===== src/shared/power_seq_consts.svh =====
/*
 Timing counts and reset values for the power source and sequence control.
 Assumes a 200 MHz time base clock.
*/
`ifndef POWER_SEQ_CONSTS_SVH
`define POWER_SEQ_CONSTS_SVH

`define CLK_MHZ 200
`define PERIPH_DELAY_US 800
`define CARD_DELAY_US 500
`define RESET_DELAY_MS 262
`define PERIPH_DELAY_CYC (`PERIPH_DELAY_US * `CLK_MHZ)
`define CARD_DELAY_CYC (`CARD_DELAY_US * `CLK_MHZ)
`define RESET_DELAY_CYC (`RESET_DELAY_MS * 1000 * `CLK_MHZ)
`define TIMER_W 26
`define RST_RELEASED 1'b1

`endif


===== src/shared/power_seq_pkg.sv =====
/*
 Types for the power source and sequence control.
 Assumes nothing of its surroundings.
*/
package power_seq_pkg;
    typedef enum logic [2:0] {
        ST_OFF,
        ST_INT_UP,
        ST_CORE_UP,
        ST_RUN
    } seq_state_e;
    typedef enum logic [1:0] {
        SRC_BATTERY,
        SRC_USB,
        SRC_WALL
    } source_e;
endpackage


===== src/shared/delay_if.sv =====
/*
 Interface between the sequencer and one delay timer.
 Assumes one clock domain.
*/
`timescale 1ns/1ps
interface delay_if;
    logic start;
    logic done;
    modport ctrl (output start, input done);
    modport timer (input start, output done);
endinterface


===== src/hdl/delay_timer.sv =====
/*
 Delay timer: done rises CYCLES clocks after start rises, restarts on start low.
 Assumes a synchronous active-high reset.
*/
`timescale 1ns/1ps
module delay_timer #(
    parameter int CYCLES = 1000,
    parameter int W = 26
) (
    input wire logic ref_clk_i,
    input wire logic reset_i,
    delay_if.timer dly
);
    logic [W-1:0] cnt_ff;
    logic done_ff;
    // Counter restarts as soon as the start condition drops
    always_ff @(posedge ref_clk_i) begin
        if (reset_i || !dly.start) begin
            cnt_ff <= '0;
            done_ff <= 1'b0;
        end else if (cnt_ff >= W'(CYCLES - 1)) begin
            done_ff <= 1'b1;
        end else begin
            cnt_ff <= cnt_ff + W'(1);
        end
    end
    assign dly.done = done_ff;
endmodule


===== src/hdl/power_seq_ctrl.sv =====
/*
 Power source selection, on/off latch, rail sequencing and reset timing.
 Assumes comparator and regulation levels arrive asynchronously and are
 synchronised here; open-drain pins are given as output and enable.
*/
// What this block does
// - Low-battery flag pulled low while battery sense is below reference.
// - Wall sense high: power from external node, USB pass switch open.
// - External-power-good low on wall present or USB present unsuspended.
// - No external-node power until its detector reports it up.
// - USB switch closed only with USB up, not suspended, no wall.
// - High-current select high picks 500 mA, low picks 100 mA.
// - Peripheral rail switch closes 0.8 ms after core in regulation.
// - Card rail switch closes 0.5 ms after core in regulation.
// - Suspend high disables USB power and opens the pass switch.
// - Power button low turns the device on.
// - Button-state output follows the power button input.
// - Device stays on while host holds hold-on high.
// - Mode high permits pulse skipping, low forces fixed frequency.
// - Fixed frequency forced when powered from USB or wall.
// - Fixed frequency forced during the initial reset delay.
// - Reset held low until core and main good plus 262 ms.
// - Reset pulled low at once when core or main falls out.
// - Reset pulled low at power-off.
// - Internal rail first, then core, then peripheral and card rails.
// - USB below threshold means lost; pass switch opens.
// - Internal rail discharged when the device is off.
`timescale 1ns/1ps
`include "power_seq_consts.svh"
module power_seq_ctrl #(
    parameter int PERIPH_CYCLES = `PERIPH_DELAY_CYC,
    parameter int CARD_CYCLES = `CARD_DELAY_CYC,
    parameter int RESET_CYCLES = `RESET_DELAY_CYC
) (
    input wire logic ref_clk_i,
    input wire logic reset_i,
    input wire logic battery_low_cmp_i,
    input wire logic wall_sense_above_i,
    input wire logic ext_node_ok_i,
    input wire logic usb_ok_i,
    input wire logic suspend_i,
    input wire logic usb_high_current_sel_i,
    input wire logic power_button_n_i,
    input wire logic host_hold_on_i,
    input wire logic mode_i,
    input wire logic internal_rail_ok_i,
    input wire logic core_feedback_ok_i,
    input wire logic main_ok_i,
    output logic low_battery_flag_o,
    output logic low_battery_flag_oe_n_o,
    output logic external_power_good_n_o,
    output logic external_power_good_n_oe_n_o,
    output logic button_state_n_o,
    output logic button_state_n_oe_n_o,
    output logic reset_n_o,
    output logic reset_n_oe_n_o,
    output logic usb_switch_on_o,
    output logic usb_limit_500_o,
    output logic use_external_node_o,
    output power_seq_pkg::source_e source_o,
    output logic internal_rail_en_o,
    output logic internal_rail_discharge_o,
    output logic core_rail_en_o,
    output logic peripheral_rail_on_o,
    output logic card_rail_on_o,
    output logic fixed_freq_o
);
    import power_seq_pkg::*;

    localparam int NSYNC = 12;
    logic [NSYNC-1:0] raw;
    logic [NSYNC-1:0] syn;
    logic bat_low_s, wall_s, ext_ok_s, usb_s, susp_s, hc_s;
    logic btn_n_s, hold_s, mode_s, int_ok_s, core_ok_s, main_ok_s;

    assign raw = {battery_low_cmp_i, wall_sense_above_i, ext_node_ok_i, usb_ok_i,
                  suspend_i, usb_high_current_sel_i, power_button_n_i, host_hold_on_i,
                  mode_i, internal_rail_ok_i, core_feedback_ok_i, main_ok_i};

    // Button idles high so a reset does not look like a press
    sync2 #(.W(NSYNC), .INIT(12'h020)) u_sync (
        .ref_clk_i(ref_clk_i),
        .reset_i(reset_i),
        .d_i(raw),
        .q_o(syn)
    );
    assign {bat_low_s, wall_s, ext_ok_s, usb_s, susp_s, hc_s,
            btn_n_s, hold_s, mode_s, int_ok_s, core_ok_s, main_ok_s} = syn;

    // Source selection; the analog detectors own their hysteresis
    logic usb_path;
    logic ext_ok_any;
    assign usb_path = usb_s && !susp_s && !wall_s;
    assign ext_ok_any = wall_s || usb_path;

    logic usb_sw_ff;
    logic lim500_ff;
    logic use_ext_ff;
    source_e src_ff;
    always_ff @(posedge ref_clk_i) begin
        if (reset_i) begin
            usb_sw_ff <= 1'b0;
            lim500_ff <= 1'b0;
            use_ext_ff <= 1'b0;
            src_ff <= SRC_BATTERY;
        end else begin
            usb_sw_ff <= usb_path;
            lim500_ff <= hc_s;
            // External node only used once its detector says it is up
            use_ext_ff <= ext_ok_any && ext_ok_s;
            if (wall_s && ext_ok_s) begin
                src_ff <= SRC_WALL;
            end else if (usb_path && ext_ok_s) begin
                src_ff <= SRC_USB;
            end else begin
                src_ff <= SRC_BATTERY;
            end
        end
    end

    // Open-drain flags: value always 0, enable low pulls the pin
    logic bat_oe_n_ff;
    logic epg_oe_n_ff;
    logic btn_oe_n_ff;
    always_ff @(posedge ref_clk_i) begin
        if (reset_i) begin
            bat_oe_n_ff <= 1'b1;
            epg_oe_n_ff <= 1'b1;
            btn_oe_n_ff <= 1'b1;
        end else begin
            bat_oe_n_ff <= !bat_low_s;
            epg_oe_n_ff <= !(wall_s || (usb_s && !susp_s));
            btn_oe_n_ff <= btn_n_s;
        end
    end

    // On/off: button or hold-on starts it; either one held keeps it on
    seq_state_e state_ff;
    logic on_req;
    logic press_ff;
    assign on_req = !btn_n_s || hold_s;

    always_ff @(posedge ref_clk_i) begin
        if (reset_i) begin
            press_ff <= 1'b0;
        end else begin
            // Releasing the button before hold-on rises turns the device off
            press_ff <= !btn_n_s;
        end
    end

    delay_if periph_d ();
    delay_if card_d ();
    delay_if reset_d ();

    always_ff @(posedge ref_clk_i) begin
        if (reset_i) begin
            state_ff <= ST_OFF;
        end else begin
            case (state_ff)
                ST_OFF: begin
                    if (on_req) begin
                        state_ff <= ST_INT_UP;
                    end
                end
                ST_INT_UP: begin
                    if (!on_req) begin
                        state_ff <= ST_OFF;
                    end else if (int_ok_s) begin
                        state_ff <= ST_CORE_UP;
                    end
                end
                ST_CORE_UP: begin
                    if (!on_req) begin
                        state_ff <= ST_OFF;
                    end else if (core_ok_s) begin
                        state_ff <= ST_RUN;
                    end
                end
                ST_RUN: begin
                    if (!on_req) begin
                        state_ff <= ST_OFF;
                    end
                end
                default: begin
                    state_ff <= ST_OFF;
                end
            endcase
        end
    end

    logic is_on;
    logic is_run;
    assign is_on = (state_ff != ST_OFF);
    assign is_run = (state_ff == ST_RUN);

    // Rail switches wait for core regulation plus their own delay
    assign periph_d.start = is_run && core_ok_s;
    assign card_d.start = is_run && core_ok_s;
    assign reset_d.start = is_run && core_ok_s && main_ok_s;

    delay_timer #(.CYCLES(PERIPH_CYCLES), .W(`TIMER_W)) u_periph (
        .ref_clk_i(ref_clk_i),
        .reset_i(reset_i),
        .dly(periph_d)
    );
    delay_timer #(.CYCLES(CARD_CYCLES), .W(`TIMER_W)) u_card (
        .ref_clk_i(ref_clk_i),
        .reset_i(reset_i),
        .dly(card_d)
    );
    delay_timer #(.CYCLES(RESET_CYCLES), .W(`TIMER_W)) u_reset (
        .ref_clk_i(ref_clk_i),
        .reset_i(reset_i),
        .dly(reset_d)
    );

    logic int_en_ff, dis_ff, core_en_ff, periph_ff, card_ff;
    always_ff @(posedge ref_clk_i) begin
        if (reset_i) begin
            int_en_ff <= 1'b0;
            dis_ff <= 1'b1;
            core_en_ff <= 1'b0;
            periph_ff <= 1'b0;
            card_ff <= 1'b0;
        end else begin
            int_en_ff <= is_on;
            dis_ff <= !is_on;
            core_en_ff <= is_on && (state_ff != ST_INT_UP);
            periph_ff <= periph_d.done && periph_d.start;
            card_ff <= card_d.done && card_d.start;
        end
    end

    // Reset released only after the full timer; drops at once on any fault
    logic rst_oe_n_ff;
    logic startup_ff;
    always_ff @(posedge ref_clk_i) begin
        if (reset_i) begin
            rst_oe_n_ff <= 1'b0;
        end else begin
            rst_oe_n_ff <= reset_d.done && reset_d.start;
        end
    end

    // Startup window ends at the first reset release after turn-on
    always_ff @(posedge ref_clk_i) begin
        if (reset_i) begin
            startup_ff <= 1'b1;
        end else if (!is_on) begin
            startup_ff <= 1'b1;
        end else if (rst_oe_n_ff) begin
            startup_ff <= 1'b0;
        end
    end

    logic ff_ff;
    always_ff @(posedge ref_clk_i) begin
        if (reset_i) begin
            ff_ff <= 1'b1;
        end else begin
            ff_ff <= !mode_s || ext_ok_any || startup_ff;
        end
    end

    assign low_battery_flag_o = 1'b0;
    assign low_battery_flag_oe_n_o = bat_oe_n_ff;
    assign external_power_good_n_o = 1'b0;
    assign external_power_good_n_oe_n_o = epg_oe_n_ff;
    assign button_state_n_o = 1'b0;
    assign button_state_n_oe_n_o = btn_oe_n_ff;
    assign reset_n_o = 1'b0;
    assign reset_n_oe_n_o = rst_oe_n_ff;
    assign usb_switch_on_o = usb_sw_ff;
    assign usb_limit_500_o = lim500_ff;
    assign use_external_node_o = use_ext_ff;
    assign source_o = src_ff;
    assign internal_rail_en_o = int_en_ff;
    assign internal_rail_discharge_o = dis_ff;
    assign core_rail_en_o = core_en_ff;
    assign peripheral_rail_on_o = periph_ff;
    assign card_rail_on_o = card_ff;
    assign fixed_freq_o = ff_ff;

    property p_usb_switch;
        @(posedge ref_clk_i) disable iff (reset_i)
        usb_sw_ff |-> $past(usb_s && !susp_s && !wall_s);
    endproperty
    a_usb_switch: assert property (p_usb_switch) else $error("usb switch closed illegally");

    property p_suspend;
        @(posedge ref_clk_i) disable iff (reset_i)
        susp_s |=> !usb_sw_ff;
    endproperty
    a_suspend: assert property (p_suspend) else $error("usb switch closed in suspend");

    property p_wall;
        @(posedge ref_clk_i) disable iff (reset_i)
        (wall_s && ext_ok_s) |=> (src_ff == SRC_WALL) && !usb_sw_ff;
    endproperty
    a_wall: assert property (p_wall) else $error("wall not preferred");

    property p_batflag;
        @(posedge ref_clk_i) disable iff (reset_i)
        bat_low_s |=> !bat_oe_n_ff;
    endproperty
    a_batflag: assert property (p_batflag) else $error("low battery flag not pulled");

    property p_epg;
        @(posedge ref_clk_i) disable iff (reset_i)
        (usb_s && !susp_s && !wall_s) |=> !epg_oe_n_ff;
    endproperty
    a_epg: assert property (p_epg) else $error("power good not pulled");

    property p_button;
        @(posedge ref_clk_i) disable iff (reset_i)
        !btn_n_s ##1 !btn_n_s |-> !btn_oe_n_ff;
    endproperty
    a_button: assert property (p_button) else $error("button state not following");

    property p_rst_fault;
        @(posedge ref_clk_i) disable iff (reset_i)
        (!core_ok_s || !main_ok_s) |=> !rst_oe_n_ff;
    endproperty
    a_rst_fault: assert property (p_rst_fault) else $error("reset not pulled on fault");

    property p_rst_off;
        @(posedge ref_clk_i) disable iff (reset_i)
        !is_on |=> ##1 !rst_oe_n_ff;
    endproperty
    a_rst_off: assert property (p_rst_off) else $error("reset not pulled when off");

    property p_periph_order;
        @(posedge ref_clk_i) disable iff (reset_i)
        $rose(periph_ff) |-> $past(core_ok_s && is_run);
    endproperty
    a_periph_order: assert property (p_periph_order) else $error("peripheral before core");

    property p_startup_ff;
        @(posedge ref_clk_i) disable iff (reset_i)
        (is_on && !rst_oe_n_ff && startup_ff) |=> ff_ff;
    endproperty
    a_startup_ff: assert property (p_startup_ff) else $error("pulse skip during startup");

    property p_discharge;
        @(posedge ref_clk_i) disable iff (reset_i)
        (state_ff == ST_OFF) |=> dis_ff && !int_en_ff;
    endproperty
    a_discharge: assert property (p_discharge) else $error("internal rail not discharged");
endmodule


===== src/hdl/sync2.sv =====
/*
 Two-flop level synchroniser for a bus of asynchronous levels.
 Assumes a synchronous active-high reset.
*/
`timescale 1ns/1ps
module sync2 #(
    parameter int W = 8,
    parameter logic [W-1:0] INIT = '0
) (
    input wire logic ref_clk_i,
    input wire logic reset_i,
    input wire logic [W-1:0] d_i,
    output logic [W-1:0] q_o
);
    logic [W-1:0] meta_ff;
    logic [W-1:0] q_ff;
    always_ff @(posedge ref_clk_i) begin
        if (reset_i) begin
            meta_ff <= INIT;
            q_ff <= INIT;
        end else begin
            meta_ff <= d_i;
            q_ff <= meta_ff;
        end
    end
    assign q_o = q_ff;
endmodule


===== config.mk =====
export PLATFORM = sky130hd
export DESIGN_NAME = power_seq_ctrl
export DESIGN_NICKNAME = d
export VERILOG_FILES = /design/src/shared/power_seq_pkg.sv /design/src/shared/delay_if.sv /design/src/hdl/delay_timer.sv /design/src/hdl/power_seq_ctrl.sv /design/src/hdl/sync2.sv
export VERILOG_INCLUDE_DIRS = /design/src /design/src/shared
export SDC_FILE = /design/constraint.sdc
export NUM_CORES = 1
export LEC_CHECK = 0
export CAP_MARGIN = 20
export CORE_AREA = 3 3 118 120
export CTS_BUF_LIST = sky130_fd_sc_hd__clkbuf_4
export CTS_CLUSTER_DIAMETER = 120
export DETAILED_ROUTE_END_ITERATION = 7
export DIE_AREA = 0 0 121 123
export DONT_BUFFER_PORTS = 1
export GPL_ROUTABILITY_DRIVEN = 0
export GPL_TIMING_DRIVEN = 1
export PLACE_DENSITY_LB_ADDON = 0.12
export SYNTH_ARGS = -nofsm -noshare
export SYNTH_HDL_FRONTEND = slang
export SYNTH_HIERARCHICAL = 1
export SYNTH_SLANG_ARGS = --single-unit

===== constraint.sdc =====
create_clock -name ref_clk_i -period 2.3 [get_ports ref_clk_i]
set_input_delay 0.23 -clock ref_clk_i [delete_from_list [all_inputs] [get_ports ref_clk_i]]
set_output_delay 0.23 -clock ref_clk_i [all_outputs]
set_load 0.05 [all_outputs]

### After elaboration in Yosys (flattened, before gate mapping)

Index checks and enable logic that the tools add are counted.

* add/sub/neg operators: 3
* $lt $le $gt $ge: 3
* equal/unequal tests: 8
* multiplexer cells: 9
* bitwise operators: 1
* reduce and logical (&&, ||, !) cells: 32

Operators with widths (number)
* $add 26x1->26 const B: 3
* $ge 26x17->1 const B: 1
* $ge 26x18->1 const B: 1
* $ge 26x26->1 const B: 1
* $mux 3: 6
* $pmux 3 s4: 1
* $logic_and 1x1->1: 11
* $logic_not 1->1: 9
* $logic_or 1x1->1: 7
* $eq 3x2->1 const B: 2
* $ne 3x2->1 const B: 2
* $ne 2x2->1 const B: 2
* $reduce_and 4->1: 1
* $reduce_or 2->1: 2
* $eq 3x1->1 const B: 1
* $logic_not 3->1: 1
* $ne 3x1->1 const B: 1
* $reduce_bool 3->1: 1
* $mux 2: 1
* $mux 1: 1
* $not 1->1: 1

* register bits: 124
* input port bits: 14
* output and inout bits: 19
* logic and storage cells: 81

### Depth between registers and ports, before layout

* word-level depth: 6
* depth in mapped cells: 8
* gate-level depth less buffers: 6

### Modules after synthesis

Netlist, hierarchy kept.

By module, submodules not included
* delay_timer (u_reset): times used 1, cells an instance 177, area an instance 1457.6 µm², seq. area each 540.5 µm²
* delay_timer (u_card): times used 1, cells an instance 137, area an instance 1227.4 µm², seq. area each 540.5 µm²
* delay_timer (u_periph): times used 1, cells an instance 127, area an instance 1199.9 µm², seq. area each 540.5 µm²
* sync2: times used 1, cells an instance 50, area an instance 650.6 µm², seq. area each 480.5 µm²
* power_seq_ctrl: times used 1, cells an instance 56, area an instance 616.8 µm², seq. area each 360.3 µm²

### Worst setup path after synthesis

OpenSTA, ideal clock, no wires.

* kind: register -> register
* start point: reg u_periph.cnt_ff[0]
* end point: reg u_periph.cnt_ff[16]
* setup time: 0.128 ns
* data arrival time: 1.741 ns
* slack: 0.431 ns
* cell stages (with the launch flop): 7
* path buffers: 0
* period minus slack after synthesis: 1.869 ns
* cell sequence: dfxtp_1 -> ha_1 -> nand3_1 -> a211oi_1 -> or4b_1 -> xnor2_1 -> nor2_1

* longest elaborated chain between the ends: 1
* elaborated cells on any way between the ends: 2
* those cells by class: 1 x add/sub; 1 x order compare

Ends and longest elaborated chain
* from (decl): RTL line delay_timer.sv:14 `logic [W-1:0] cnt_ff;`
* from (signal assigned): RTL line delay_timer.sv:24 `cnt_ff <= cnt_ff + W'(1);`
* $add 26x1->26 / $ge 26x18->1 (equally long branches): RTL line delay_timer.sv:24, delay_timer.sv:21

Parallel ways exist; a longest one is shown, timed or not.
A chain may end at the register's enable or synchronous reset.

### Worst setup path in the final report

* start point: reg u_periph.cnt_ff[0]
* end point: reg u_periph.cnt_ff[13]

The elaborated chain is that of the path after synthesis.

==> results.md <==
Outcome:
- The flow ran to the end, and the final reports show no timing, DRC or antenna violations.

CTS:
- Clock-pin slew was measured on the worst setup and hold paths at 0.12 ns.
- The largest buffer count on any clock path is 2.
- The H-tree was split into 4 levels.
- The post-CTS resize count is 0.
- Clock tree synthesis inserted a total of 17 buffers.
- The TritonCTS clock tree is yes.
- The buffer cell driving the clock tree root is sky130_fd_sc_hd__clkbuf_4.
- The later pin in the worst-skew pair is clocked with a latency of 0.53 ns.
- The number of clock sinks is 123.

Route:
- The via count is 3909.
- The first detailed-routing pass ran for 4 iterations.
- The via density per instance is 5.13.
- The routed wire length per instance is 13.2 um.
- The first routing iteration left 218 violations.
- The post-detailed-route DRC marker count is 0.
- The aggregate routed wire length is 10.1 mm.
- The number of antenna-violating nets in the routed design is 0.

STA:
- The ratio of final minimum period to clock period is 88.0%.
- The final number of max-transition violations is 0.
- The slew of the pin with the lowest slew margin is 0.667 ns.
- The tightest slew margin relative to the limit is 55.4%.
- The clock skew after layout is 0.0178 ns.
- The clock period minus final worst setup slack is 2.02 ns.
- Derived from the worst setup path, the maximum achievable clock frequency is 494 MHz.
- Setup slack closes at 0.277 ns.
- Setup violations remaining at the end of the flow were counted as 0.
- Setup repair after global routing left no endpoint under its margin.
- The final total negative setup slack is 0 ns.
- The number of hold violations in the final report came to 0.

Synthesis:
- The synthesized area is 0.00515 mm^2.
- Sorting the synthesized cells by area gives the leading types as sky130_fd_sc_hd__dfxtp_1 48%, sky130_fd_sc_hd__nand2_1 3.1%, sky130_fd_sc_hd__nor2_1 3.1%.
- The most common flop cell mapped by yosys is sky130_fd_sc_hd__dfxtp_1.
- The top cell type's share of synthesized area is 47.8%.
- For this run, the number of Yosys warnings is 6.
- Counting flops and latches in the post-synthesis netlist gives 123.
- The cell count after synthesis came out at 547.
- Counting flops with a built-in enable in the synthesized netlist gives 0.
- Synthesis instantiated 65 different standard cells from the library.
- The cell type with the largest total area after synthesis is sky130_fd_sc_hd__dfxtp_1.
- The average cell area after synthesis is 9.42 um^2.
- The post-synthesis sequential area ratio is 47.8%.
- The async set or reset register ratio after synthesis is 0%.

Setup path:
- The length in cells of the worst reg-to-reg path is 6.
- In this run the critical register-to-register path is launched from u_periph/cnt_ff[0]$_SDFFE_PP0N_.
- The endpoint of the worst register-to-register path is u_periph/cnt_ff[13]$_SDFFE_PP0N_.
- For the worst setup path, the data required time is 2.76 ns.
- The path type of the worst setup path is reg -> reg.
- STA classifies the critical path endpoint as a flop.
- The startpoint type of the worst setup path is a flop.
- The setup slack of the worst register-to-register path is 0.28 ns.
- The maximum fanout count along the critical path is 10.
- At the worst endpoint, the arrival time is 2.48 ns.

Power:
- Summed over all cells, the static leakage comes to 1.98 nW.
- Power spread over the standard cell area amounts to 645 mW/mm^2.
- The overall power after layout is 3.72 mW.
- The maximum resistive drop on vdd is 434 uV.

Layout:
- The area growth from synthesis to layout is 12.0%.
- The fraction of layout instances using a drive strength above 1 is 12.5%.
- Leaving out fill and tap cells, the most frequent cells in the layout are 123 x sky130_fd_sc_hd__dfxtp_1, 43 x sky130_fd_sc_hd__nand2_1, 42 x sky130_fd_sc_hd__nor2_1.
- The most common cell after layout, fill and taps aside is sky130_fd_sc_hd__dfxtp_1.
- The total number of nets in the final design is 589.

Hold path:
- The number of cells on the worst hold path is 2.
- The end of the worst hold path is u_reset/cnt_ff[14]$_SDFFE_PP0N_.
- The worst hold path begins at reset_i.
- The path type of the worst min-delay path is in -> reg.

Floorplan:
- The floorplan step set the die width to 121 um.
- The starting utilization of the core area is 39.4%.
- The I/O pin total is 33.
- The die boundary height is 123 um.
- The die covers 0.0149 mm^2.
- The initialized floorplan defines 42 standard-cell rows.
- The standard cell core area is 0.0131 mm^2.

GRT:
- The first global-routing pass estimated 17.5 mm of wire.
- The initial antenna violation count was 1.
- The total overflow left after global routing is 0.
- The number of global-route vias before repair is 3699.
- The total track usage is 14.8%.
- Entering global routing, the biggest net connects 39 pins.

Placed design:
- The count of buffers added on input and output ports is 0.
- The total half-perimeter wirelength after legalization and detailed placement is 6.77 mm.
- Prior to clock tree synthesis, the placed netlist has a worst setup slack of 0.306 ns.

Job:
- The total of max-cap violations is 0.
[report_power, final]
| group | switching [mW] | internal, mW | total [mW] |
|---|---|---|---|
| sequential | 0.0232 | 2.15 | 2.18 |
| clock | 0.900 | 0.574 | 1.47 |
| combinational | 0.0354 | 0.0336 | 0.0690 |
| total | 0.959 | 2.76 | 3.72 |
[flip-flops by register name, indices dropped and copies added, names as in the netlist]
name and flops:
usb_switch_on_o 1, core_rail_en_o 1, usb_limit_500_o 1, reset_n_oe_n_o 1
u_sync/meta_ff 12, use_external_node_o 1, u_card/dly.done 1, source_o 2
peripheral_rail_on_o 1, u_card/cnt_ff 26, button_state_n_oe_n_o 1, u_reset/cnt_ff 26
internal_rail_discharge_o 1, u_periph/dly.done 1, fixed_freq_o 1, u_reset/dly.done 1
card_rail_on_o 1, external_power_good_n_oe_n_o 1, low_battery_flag_oe_n_o 1, internal_rail_en_o 1
u_sync/q_o 12, state_ff 2, startup_ff 1, u_periph/cnt_ff 26
[synthesized netlist by cell type, types with 12 or more instances]
| cell type | n |
|---|---|
| sky130_fd_sc_hd__dfxtp_1 | 123 |
| sky130_fd_sc_hd__nand2_1 | 43 |
| sky130_fd_sc_hd__nor2_1 | 42 |
| sky130_fd_sc_hd__nor2b_1 | 25 |
| sky130_fd_sc_hd__nand3_1 | 24 |
| sky130_fd_sc_hd__a21oi_1 | 22 |
| sky130_fd_sc_hd__and2_1 | 19 |
| sky130_fd_sc_hd__nand4_1 | 15 |
| sky130_fd_sc_hd__nand2b_1 | 14 |
| sky130_fd_sc_hd__o31ai_1 | 13 |
| sky130_fd_sc_hd__xnor2_1 | 13 |
| sky130_fd_sc_hd__or4_1 | 12 |
[worst max path at each step]
stage / startpoint / endpoint / slack, ns / cells after the start
floorplan: u_periph/cnt_ff[0]$_SDFFE_PP0N_ / u_periph/cnt_ff[16]$_SDFFE_PP0N_ / 0.43 / 6
global placement: u_card/cnt_ff[21]$_SDFFE_PP0N_ / u_card/cnt_ff[16]$_SDFFE_PP0N_ / 0.35 / 6
detailed placement: u_periph/cnt_ff[0]$_SDFFE_PP0N_ / u_periph/cnt_ff[13]$_SDFFE_PP0N_ / 0.31 / 6
CTS: u_periph/cnt_ff[0]$_SDFFE_PP0N_ / u_periph/cnt_ff[13]$_SDFFE_PP0N_ / 0.28 / 6
global route: u_periph/cnt_ff[0]$_SDFFE_PP0N_ / u_periph/cnt_ff[0]$_SDFFE_PP0N_ / 0.14 / 6
finish: u_periph/cnt_ff[0]$_SDFFE_PP0N_ / u_periph/cnt_ff[13]$_SDFFE_PP0N_ / 0.28 / 6
[area by class of cell]
class                   count  area [um^2]
fillers                  1256         7310
multi-input cells         391         2510
flip-flops and latches    123         2460
repair buffers             28          270
well taps                 176          220
clock buffers              18          135
clock inverters            14          135
inverters                  11         41.3
diodes                      1         2.50
[through the flow]
step / util (%) / cell area [um^2] / hold slack (ns) / std cells
floorplan: - / 5160 / 0.302 / 550
detailed placement: 40.8 / 5340 / 0.306 / 714
global placement: 40.8 / 5340 / 0.303 / 714
global route: 44.1 / 5770 / 0.0485 / 762
finish: 44.1 / 5770 / 0.0643 / 762
CTS: 44.1 / 5770 / 0.00989 / 761
[timing repair]
item                                   4_1_cts  5_1_grt
hold buffers                                15        0
setup endpoints to repair                    0        0
endpoints found under the hold margin       53        0
setup buffers                                0        0
[worst max-delay path, cell delays in order (launching register included)]
cell and delay (ns):
sky130_fd_sc_hd__dfxtp_1 0.36, sky130_fd_sc_hd__ha_1 0.24, sky130_fd_sc_hd__nand3_1 0.20, sky130_fd_sc_hd__o21ai_2 0.22, sky130_fd_sc_hd__a21o_1 0.27, sky130_fd_sc_hd__or4_1 0.50, sky130_fd_sc_hd__a21oi_1 0.17
[layer usage]
metal | GRT usage, % | vias to the layer above | part of all wire, %
met5 | 0 | - | 0
li1 | - | 2002 | -
met2 | 22.5 | 63 | 45
met4 | 7.44 | 0 | 1.6
met1 | 18.8 | 1830 | 50
met3 | 4.71 | 14 | 3.7
[cell families after synthesis]
kind of cell,synth area share (%)
buffers and inverters,3.79
flip-flops,47.8
AO/OA/AOI/OAI,11.9
AND/OR/NAND/NOR,30.2
other,0.0728
adder cells (fa/ha/maj),0.729
XOR/XNOR,3.74
multiplexers,1.75
Note: power is estimated with default switching activity, not from simulation.
